<file path="src/hdl/scp_consts.vh">
// constants for the sine/cosine pipeline: formats, fold limits, scale factors, coefficient table
// assumes it is included by its bare name from every design file of the block
// How it works
// RULE_01: angle is 18-bit two's complement radians, 2 integer and 15 fraction bits.
// RULE_02: sine and cosine come out as 17-bit two's complement, 15 fraction bits.
// RULE_03: supplying logic keeps the angle between minus pi and plus pi inclusive.
// RULE_04: out-of-range angle gives sine zero and cosine minus one.
// RULE_05: angle is captured only on rising clock edges with enable high.
// RULE_06: results appear five enabled cycles after the angle is presented.
// RULE_07: enable low freezes every pipeline stage; progress resumes with enable high.
// RULE_08: one new angle taken and one result pair given per enabled cycle.
// RULE_09: in-range results stay within a small absolute error of true values.
// RULE_10: both results come from a quarter-wave sine quadratic with segment coefficients.
// RULE_11: datapath is fixed-point throughout, nothing floating.
// RULE_12: sine and cosine of one angle leave on the same cycle.
// RULE_13: outputs hold their previous values while enable is low.
`ifndef SCP_CONSTS_VH
`define SCP_CONSTS_VH

// data formats
`define SCP_ANGLE_W 18
`define SCP_RES_W 17
`define SCP_ARG_W 17
`define SCP_MAG_W 16

// fold limits in 2^-15 radian units
`define SCP_PI_LIM 18'h1921F
`define SCP_PI_FOLD 18'h19220
`define SCP_HALF_PI 17'h0C910

// fixed results for angles outside the valid range, and the one-LSB step used to negate results
`define SCP_SIN_DEF 17'h00000
`define SCP_COS_DEF 17'h18000
`define SCP_ONE_LSB 17'h00001

// quarter-wave scale factors, segment midpoint and clip limits
`define SCP_K_TURN 16'hA2FA
`define SCP_K_RAD 17'h0C910
`define SCP_U_MAX 17'h0FFFF
`define SCP_SEG_MID 13'h0800
`define SCP_UNIT 19'h08000
`define SCP_MAG_ONE 16'h8000
`define SCP_ZERO 19'h00000

// flag bit positions carried alongside the data
`define SCP_F_OOR 0
`define SCP_F_SNEG 1
`define SCP_F_CNEG 2
`define SCP_F_W 3

// sine of segment midpoints, (2k+1)*pi/64, scaled by 2^15
`define SCP_T00 15'h0648
`define SCP_T01 15'h12C8
`define SCP_T02 15'h1F1A
`define SCP_T03 15'h2B1F
`define SCP_T04 15'h36BA
`define SCP_T05 15'h41CE
`define SCP_T06 15'h4C40
`define SCP_T07 15'h55F5
`define SCP_T08 15'h5ED7
`define SCP_T09 15'h66CF
`define SCP_T10 15'h6DCA
`define SCP_T11 15'h73B6
`define SCP_T12 15'h7884
`define SCP_T13 15'h7C2A
`define SCP_T14 15'h7E9D
`define SCP_T15 15'h7FD9

`endif

</file>
<file path="src/hdl/scp_sincos.v">
// sine/cosine pipeline top: angle fold, two quarter-wave cores, sign and range handling
// assumes angle_in and en come from logic on clk; no registers reach software
`timescale 1ns/100ps
`include "scp_consts.vh"

module scp_sincos (
   // clock, reset, stall
   input wire clk,
   input wire rst_n,
   input wire en,
   // angle sample
   input wire [17:0] angle_in,
   // results
   output reg [16:0] sine_out,
   output reg [16:0] cosine_out
);

reg [16:0] next_sin_arg;
reg [16:0] next_cos_arg;
reg next_cos_neg;
reg [16:0] sin_arg;
reg [16:0] cos_arg;
reg [`SCP_F_W-1:0] flag_s1;
reg [`SCP_F_W-1:0] flag_q1;
reg [`SCP_F_W-1:0] flag_q2;
reg [`SCP_F_W-1:0] flag_q3;
wire [17:0] abs_angle;
wire [17:0] fold_diff;
wire out_range;
wire [15:0] sin_mag;
wire [15:0] cos_mag;
wire [16:0] sin_pos;
wire [16:0] cos_pos;

// magnitude of the angle; the most negative code wraps high and lands out of range
assign abs_angle = angle_in[17] ? (~angle_in + 18'h00001) : angle_in; // RULE_01
assign out_range = abs_angle > `SCP_PI_LIM; // RULE_03
// pi minus the angle; only the low 17 bits matter once the angle is past pi/2
assign fold_diff = `SCP_PI_FOLD - abs_angle;

// fold 0..pi onto two quarter-wave arguments
always @*
begin
   if (abs_angle[16:0] <= `SCP_HALF_PI)
   begin
      next_sin_arg = abs_angle[16:0];
      next_cos_arg = `SCP_HALF_PI - abs_angle[16:0];
      next_cos_neg = 1'b0;
   end
   else
   begin
      next_sin_arg = fold_diff[16:0];
      next_cos_arg = abs_angle[16:0] - `SCP_HALF_PI;
      next_cos_neg = 1'b1;
   end
end

// capture stage and flag delay line, matching the three core stages
always @(posedge clk)
begin
   if (!rst_n)
   begin
      sin_arg <= 17'h00000;
      cos_arg <= 17'h00000;
      flag_s1 <= 3'h0;
      flag_q1 <= 3'h0;
      flag_q2 <= 3'h0;
      flag_q3 <= 3'h0;
   end
   else if (en) // RULE_05
   begin
      sin_arg <= next_sin_arg;
      cos_arg <= next_cos_arg;
      flag_s1[`SCP_F_OOR] <= out_range; // RULE_04
      flag_s1[`SCP_F_SNEG] <= angle_in[17];
      flag_s1[`SCP_F_CNEG] <= next_cos_neg;
      // flags ride beside the data so both results stay paired
      flag_q1 <= flag_s1; // RULE_12
      flag_q2 <= flag_q1;
      flag_q3 <= flag_q2;
   end
end

// one core per result, so both finish in the same cycle
scp_quarter u_sin (
   .clk(clk),
   .rst_n(rst_n),
   .en(en),
   .arg(sin_arg),
   .mag(sin_mag)
); // RULE_12

scp_quarter u_cos (
   .clk(clk),
   .rst_n(rst_n),
   .en(en),
   .arg(cos_arg),
   .mag(cos_mag)
);

assign sin_pos = {1'b0, sin_mag};
assign cos_pos = {1'b0, cos_mag};

// output stage: fifth register, new pair every enabled cycle, held otherwise
always @(posedge clk)
begin
   if (!rst_n)
   begin
      sine_out <= 17'h00000;
      cosine_out <= 17'h00000;
   end
   else if (en) // RULE_13
   begin
      if (flag_q3[`SCP_F_OOR])
      begin
         sine_out <= `SCP_SIN_DEF; // RULE_04
         cosine_out <= `SCP_COS_DEF;
      end
      else
      begin
         // sine is odd, cosine even; fold sign added back here
         sine_out <= flag_q3[`SCP_F_SNEG] ? (~sin_pos + `SCP_ONE_LSB) : sin_pos; // RULE_02
         cosine_out <= flag_q3[`SCP_F_CNEG] ? (~cos_pos + `SCP_ONE_LSB) : cos_pos; // RULE_06
      end
   end
end // RULE_08

endmodule // scp_sincos

</file>
<file path="src/hdl/scp_quarter.v">
// quarter-wave sine core: three register stages, sine magnitude of 0..pi/2
// assumes the caller folds the angle into 0..pi/2 and delays its own flags by three stages
`timescale 1ns/100ps
`include "scp_consts.vh"

module scp_quarter (
   // clock, reset, stall
   input wire clk,
   input wire rst_n,
   input wire en,
   // folded angle, unsigned radians with 15 fraction bits
   input wire [16:0] arg,
   // sine magnitude, 0..1 with 15 fraction bits
   output reg [15:0] mag
);

reg [3:0] seg;
reg [11:0] off;
reg signed [12:0] delta;
reg [14:0] coef_s;
reg [14:0] coef_c;
wire [32:0] turn_prod;
wire [16:0] turn;
wire [16:0] turn_clip;
wire signed [12:0] off_c;
wire signed [29:0] rad_prod;
wire signed [28:0] slope_prod;
wire signed [25:0] dsq;
wire [21:0] curve_prod;
wire signed [18:0] sum;

// segment coefficient table, a constant rom
function [14:0] scp_rom;
   input [3:0] idx;
   begin
      case (idx)
         4'h0: scp_rom = `SCP_T00;
         4'h1: scp_rom = `SCP_T01;
         4'h2: scp_rom = `SCP_T02;
         4'h3: scp_rom = `SCP_T03;
         4'h4: scp_rom = `SCP_T04;
         4'h5: scp_rom = `SCP_T05;
         4'h6: scp_rom = `SCP_T06;
         4'h7: scp_rom = `SCP_T07;
         4'h8: scp_rom = `SCP_T08;
         4'h9: scp_rom = `SCP_T09;
         4'hA: scp_rom = `SCP_T10;
         4'hB: scp_rom = `SCP_T11;
         4'hC: scp_rom = `SCP_T12;
         4'hD: scp_rom = `SCP_T13;
         4'hE: scp_rom = `SCP_T14;
         default: scp_rom = `SCP_T15;
      endcase
   end
endfunction

// radians to a 16-bit quarter-turn fraction; pi/2 itself clips to the top code
assign turn_prod = arg * `SCP_K_TURN; // RULE_11
assign turn = turn_prod[31:15];
assign turn_clip = (turn > `SCP_U_MAX) ? `SCP_U_MAX : turn;

// offset from the segment midpoint, back in radians
assign off_c = {1'b0, off} - `SCP_SEG_MID;
assign rad_prod = off_c * $signed(`SCP_K_RAD);

// taylor terms around the midpoint: s + c*d - s*d*d/2
assign slope_prod = $signed({1'b0, coef_c}) * delta; // RULE_10
assign dsq = delta * delta;
assign curve_prod = coef_s * dsq[21:15];
assign sum = $signed({4'h0, coef_s}) + $signed({{5{slope_prod[28]}}, slope_prod[28:15]})
   - $signed({13'h0000, curve_prod[21:16]});

// three stages, all frozen while en is low
always @(posedge clk)
begin
   if (!rst_n)
   begin
      seg <= 4'h0;
      off <= 12'h000;
      delta <= 13'h0000;
      coef_s <= 15'h0000;
      coef_c <= 15'h0000;
      mag <= 16'h0000;
   end
   else if (en) // RULE_07
   begin
      seg <= turn_clip[15:12];
      off <= turn_clip[11:0];
      delta <= rad_prod[28:16];
      // cosine at the midpoint equals the mirrored segment's sine
      coef_s <= scp_rom(seg); // RULE_10
      coef_c <= scp_rom(~seg);
      // clip keeps truncation ripple at the ends inside 0..1
      if (sum < $signed(`SCP_ZERO))
         mag <= 16'h0000;
      else if (sum > $signed(`SCP_UNIT))
         mag <= `SCP_MAG_ONE; // RULE_09
      else
         mag <= sum[15:0];
   end
end

endmodule // scp_quarter

</file>
<file path="config.mk">
export PLATFORM = sky130hd
export DESIGN_NAME = scp_sincos
export DESIGN_NICKNAME = d
export VERILOG_FILES = /design/src/hdl/scp_sincos.v /design/src/hdl/scp_quarter.v
export VERILOG_INCLUDE_DIRS = /design/src /design/src/hdl
export SDC_FILE = /design/constraint.sdc
export NUM_CORES = 2
export LEC_CHECK = 0
export BUFFER_PORTS_ARGS = -buffer_cell sky130_fd_sc_hd__clkbuf_2
export CORE_UTILIZATION = 69
export CTS_CLUSTER_DIAMETER = 40
export DETAILED_ROUTE_END_ITERATION = 12
export PLACE_DENSITY = 0.86
export SLEW_MARGIN = 20
export SYNTH_ARGS = -nofsm -noshare
export SYNTH_HDL_FRONTEND = slang
export SYNTH_SLANG_ARGS = --single-unit
export TNS_END_PERCENT = 50
</file>
<file path="constraint.sdc">
create_clock -name clk -period 22.8 [get_ports clk]
set_input_delay 4.56 -clock clk [delete_from_list [all_inputs] [get_ports clk]]
set_output_delay 4.56 -clock clk [all_outputs]
set_load 0.005 [all_outputs]
</file>
Word level (Yosys, flattened, before mapping)
Memory sizes are Yosys's and may differ from the RTL's. A register that Yosys moved wholly into a read port is not among the register bits.
Index checks and enable logic that the tools add are counted.
Storage, ports and cells
  bits in registers: 170
  bits in read-only memories: 960
  logic and storage cells: 73
  memories: 4
Cells by class
  $add $sub $neg: 12
  multipliers: 10
  $lt $le $gt $ge: 8
  muxes and demuxes: 14
  bitwise logic cells: 5
  reduce and logical (&&, ||, !) cells: 4
Memories
  (name not given): words 16, width 15, rd ports 1, clocked after Yosys merged registers in 1, write ports 0, RTL line scp_quarter.v:36  | case (idx)
  (name not given): words 16, width 15, rd ports 1, clocked after Yosys merged registers in 1, write ports 0, RTL line scp_quarter.v:36
  (name not given): words 16, width 15, rd ports 1, clocked after Yosys merged registers in 1, write ports 0, RTL line scp_quarter.v:36
  (name not given): words 16, width 15, rd ports 1, clocked after Yosys merged registers in 1, write ports 0, RTL line scp_quarter.v:36
Operators by type and width (number)
  two-way mux 17 bit: 6
  two-way mux 16 bit: 6
  multiplier 17 x 15 -> 31 bit (second input constant): 2
  multiplier 16 x 13 -> 29 bit: 2
  multiplier 13 x 13 -> 25 bit (second input constant): 2
  multiplier 13 x 13 -> 22 bit: 2
  multiplier 15 x 7 -> 22 bit: 2
  greater-than comparator 19 x 17 -> 1 bit (second input constant): 2
  < comparator 19 x 1 -> 1 bit (second input constant): 2
  subtractor 19 x 7 -> 19 bit: 2
  adder 16 x 14 -> 17 bit: 2
  adder 17 x 1 -> 17 bit (second input constant): 2
  greater-than comparator 17 x 16 -> 1 bit (second input constant): 2
  inverter 16 -> 17 bit: 2
  subtractor 12 x 12 -> 13 bit (second input constant): 2
  adder 18 x 1 -> 18 bit (second input constant): 1
  greater-than comparator 18 x 17 -> 1 bit (second input constant): 1
  two-way mux 18 bit: 1
  inverter 18 bit: 1
  less-or-equal comparator 17 x 16 -> 1 bit (second input constant): 1
  subtractor 16 x 17 -> 17 bit (first input constant): 1
  subtractor 17 x 16 -> 17 bit (second input constant): 1
  subtractor 17 bit (first input constant): 1
  inverter 4 bit: 2
  2 further kinds: 5

Longest topological paths before layout
  word-level depth: 6
  mapped depth: 60
  gate-level depth less buffers: 56

Modules after synthesis
A second synthesis with hierarchy kept.
Second synthesis, totals
  cell total of the unflattened synthesis: 5980
  area total of the unflattened synthesis: 53759.1 um2
By module, submodules not included
  scp_quarter (u_sin): times used 1, cells an instance 2726, area each 24542.3 um2
  scp_quarter (u_cos): times used 1, cells an instance 2679, area each 24498.5 um2
  scp_sincos: times used 1, cells an instance 575, area each 4718.3 um2

Worst setup path after synthesis
OpenSTA, ideal clock, no wires.
  path type: register -> register
  start: reg u_sin.delta[9]
  end: reg u_sin.mag[12]
  setup time: 117 ps
  arrival time: 12737 ps
  data required time: 22683 ps
  path slack: 9946 ps
  cell stages (with the launch flop): 53
  cell sequence: dfxtp_1 -> clkbuf_1 -> clkbuf_1 -> nand2_1 -> fa_1 -> fa_1 -> inv_1 -> fa_1 -> fa_1 -> fa_1 -> fa_1 -> ha_1 -> a21o_1 -> a21o_1 -> a311o_1 -> o211ai_1 -> a21oi_1 -> a21o_1 -> [17 not listed] -> nor3_1 -> a41oi_1 -> and2_1 -> nor2_1 -> inv_1 -> ha_1 -> nor2b_1 -> o31a_1 -> o31a_1 -> a211oi_1 -> nand3_1 -> a2111oi_0 -> o32a_1 -> a211oi_2 -> nor2_1 -> o21ai_2 -> buf_6 -> a22o_1
Between the ends
  cells in the longest elaborated chain, start to end: 6
Ends and longest elaborated chain
  start, declared: RTL line scp_quarter.v:19  | reg signed [12:0] delta;
  start signal, assigned: RTL line scp_quarter.v:89  | delta <= rad_prod[28:16];
  multiplier 13 x 13 -> 22 bit or multiplier 16 x 13 -> 29 bit (tied branches): RTL line scp_quarter.v:68, scp_quarter.v:67
  multiplier 15 x 7 -> 22 bit or adder 16 x 14 -> 17 bit (tied branches): RTL line scp_quarter.v:69, scp_quarter.v:70
  subtractor 19 x 7 -> 19 bit *: RTL line scp_quarter.v:71  | - $signed({13'h0000, curve_prod[21:16]});
  greater-than comparator 19 x 17 -> 1 bit: RTL line scp_quarter.v:96  | else if (sum > $signed(`SCP_UNIT))
  two-way mux 16 bit: RTL line scp_quarter.v:96
  two-way mux 16 bit *: RTL line scp_quarter.v:94  | if (sum < $signed(`SCP_ZERO))
  end signal, assigned: RTL line scp_quarter.v:97  | mag <= `SCP_MAG_ONE;
  end signal, assigned: RTL line scp_quarter.v:99  | mag <= sum[15:0];
  end, declared: RTL line scp_quarter.v:14  | output reg [15:0] mag
Every way passes the cells marked *; elsewhere a longest branch is shown, timed or not.
A chain may end at the register's enable or synchronous reset.

Final worst setup path
  start: reg u_cos.delta[2]
  end: reg u_cos.mag[3]
Between the ends
  cells in the longest elaborated chain, start to end: 6
Ends and longest elaborated chain (RTL line)
  start, declared: scp_quarter.v:19
  start signal, assigned: scp_quarter.v:89
  multiplier 13 x 13 -> 22 bit or multiplier 16 x 13 -> 29 bit (tied branches): scp_quarter.v:68, scp_quarter.v:67
  multiplier 15 x 7 -> 22 bit or adder 16 x 14 -> 17 bit (tied branches): scp_quarter.v:69, scp_quarter.v:70
  subtractor 19 x 7 -> 19 bit *: scp_quarter.v:71
  greater-than comparator 19 x 17 -> 1 bit: scp_quarter.v:96
  two-way mux 16 bit: scp_quarter.v:96
  two-way mux 16 bit *: scp_quarter.v:94
  end signal, assigned: scp_quarter.v:97
  end signal, assigned: scp_quarter.v:99
  end, declared: scp_quarter.v:14
Marked as above.

==> flow_metrics.tcl <==
set metrics [dict create \
    status "completed" \
    cts.sinks 229 \
    cp_data_arrival_time_ns 15.34 \
    drtIter0Drc 2571 \
    num_vias 42040 \
    post-cts-setup-buffers 0 \
    final_util_pct 73.34 \
    die_y_um 283.2 \
    cts_hold_buf 0 \
    synth_warnings 0 \
    hold_viol_final 0 \
    grt_pass1_vias 45330 \
    die_x_um 283.2 \
    max-slew-margin-rel_pct 24.83 \
    synth_area_um2 54550 \
    dp_hpwl_um 101500 \
    fp-row-count 102 \
    wire_per_inst_um 17.80 \
    clk_latency_ns 0.60 \
    register_area_um2 4584 \
    critPathMaxFanout 29 \
    timing.final.crit_share_pct 65.07 \
    path_clk_slew_ns 0.05 \
    critPathCaptureType "register" \
    grt.total_usage_pct 32.64 \
    ios 55 \
    crit_path_max_incr_delay_ns 1.02 \
    start_util_pct 70.08 \
    start_kind "register" \
    die_area_um2 80190 \
    synthFlopType "dfxtp_1" \
    syn_nets 7867 \
    finalClockSkew_ns 0.02677 \
    grt.overflow.total 0 \
    netlist_instances 6164 \
    dr.pass1.iters 6 \
    fin_crit_ns 14.84 \
    numCtsBuffers 39 \
    synth_edf_count 0 \
    drv_slew 0 \
    required_ns 23.30 \
    crit_path_frequent_cell "fa_1" \
    ant_nets 0 \
    antenna_found_initial 0 \
    htreeDepth 2 \
    hp-class "register to register" \
    ys_types 85 \
    grt_pass1_wl_um 215100 \
    num_antenna_cells 0 \
    rsz0062_at_grt "no" \
    place.gp.congestion 0.9264 \
    timing.fmax_ghz 0.06741 \
    drc 0 \
    ys_seq_elements 229 \
    tns_ns 0 \
    ys_seq_area_share_pct 8.403 \
    finalSetupViolCount 0 \
    area_growth_pct 4.658 \
    port_buffers 54 \
    core-area_um2 77850 \
    async_flop_share_pct 0 \
    vias_per_cell 5.882 \
    tightest_slew_ns 1.128 \
    cts_buffer_depth 3 \
    cts_tree "yes" \
    grt_max_degree 92 \
    cap_violations 0 \
    multi_input_area_um2 44440 \
    crit_slowest_cell "dfxtp_1" \
    final_layout_size_suffix_gt1_share_pct 3.717 \
    final_common_cell "inv_1" \
    nets 7780 \
    final_cell_mix "1244 x inv_1, 876 x fa_1, 806 x ha_1" \
    post_cts_resized 0 \
    critPathKind "register to register" \
    cts-root-buf "clkbuf_16" \
    drt_wl_total_um 127200 \
    synth.avg_cell_area_um2 8.850 \
    fillers 5467 \
]
[cell type report]
cell class,instances,area share [%]
well taps,1040,2.279
repair buffers,108,1.205
clock buffers,44,1.812
multi-input cells,4453,77.83
flip-flops and latches,229,8.029
inverters,1246,8.192
clock inverters,27,0.6552
[state kept, by name (all words and copies together) (netlist names)]
| signal | cells |
|---|---|
| u_cos.off | 12 |
| flag_s1 | 3 |
| cos_arg | 16 |
| u_sin.mag | 16 |
| u_sin.delta | 13 |
| u_sin.seg | 4 |
| u_cos.coef_s | 15 |
| cosine_out | 17 |
| flag_q3 | 3 |
| u_sin.coef_c | 15 |
| u_cos.coef_c | 15 |
| u_cos.delta | 13 |
| sine_out | 17 |
| u_sin.coef_s | 15 |
| u_cos.mag | 16 |
| flag_q2 | 3 |
| u_cos.seg | 4 |
| sin_arg | 17 |
| flag_q1 | 3 |
| u_sin.off | 12 |
[worst paths after layout]
check	slack, ns	startpoint	end	depth (start not counted)
setup / recovery	7.96	u_cos.delta[2]	u_cos.mag[3]	45
hold / removal	0.47	u_sin.seg[3]	u_sin.seg[3]	1
setup reg to reg	7.96	u_cos.delta[2]	u_cos.mag[3]	45
hold reg to reg	0.47	u_sin.seg[3]	u_sin.seg[3]	1
[per-stage QoR]
step	worst slack, ns	hold slack, ns	instances	instance area [um2]
6_report	7.964	0.4665	7147	57090
3_5_place_dp	8.199	0.4557	7076	55660
2_1_floorplan	9.946	0.4426	6164	54550
3_3_place_gp	8.718	0.4520	7076	55650
4_1_cts	8.146	0.4681	7147	57060
5_1_grt	6.988	0.4809	7147	57090
[per-layer routing]
metal	GRT usage (%)	wire length, um	vias up	share of wire, %
met5	0	0	-	0
met2	57.34	62640	1497	49
met3	5.652	8900	420	7.0
met1	39.45	50080	20740	39
li1	-	-	19390	-
met4	13.69	5565	0	4.4
[cells by family after synthesis]
| group | share of synthesized area, % |
|---|---|
| DFF | 8.403 |
| other | 0.006874 |
| adders and majority gates | 50.63 |
| xor gates and xnor gates | 4.849 |
| buffers and inverters | 10.24 |
| muxes | 1.798 |
| and+or+nand+nor | 14.06 |
| AOI/OAI and AO/OA | 10.01 |
[synth_stat cells (45+ instances only)]
cell type  instances  area share (%)
o21a_1            45            0.62
o21ai_0          179             1.6
mux2i_1           89             1.6
and2_1           340             3.9
nand3_1           53            0.49
dfxtp_1          229             8.4
nand2_1          593             4.1
nor2b_1          122             1.4
inv_1           1244             8.6
clkbuf_1         215             1.5
xor2_1           109             1.7
xnor2_1          193             3.1
nor2_1           166             1.1
a21o_1            62            0.85
fa_1             876              32
nor3_1            61            0.56
a21oi_1          173             1.6
ha_1             806              18
a31oi_1           57            0.65
nand2b_1          79            0.91
[worst max-delay path: cells and delay by family, from the launching register on]
family | cells | cell delay [ns]
muxes | 1 | 0.30
buffers and inverters | 3 | 0.16
DFF | 1 | 1.02
xor gates and xnor gates | 2 | 0.98
and+or+nand+nor | 6 | 1.46
AOI/OAI and AO/OA | 20 | 5.09
adders and majority gates | 13 | 5.74
Power is left out: the tool's default activity adds up to more than one toggle a clock period on the data nets, which glitch-free logic cannot reach.
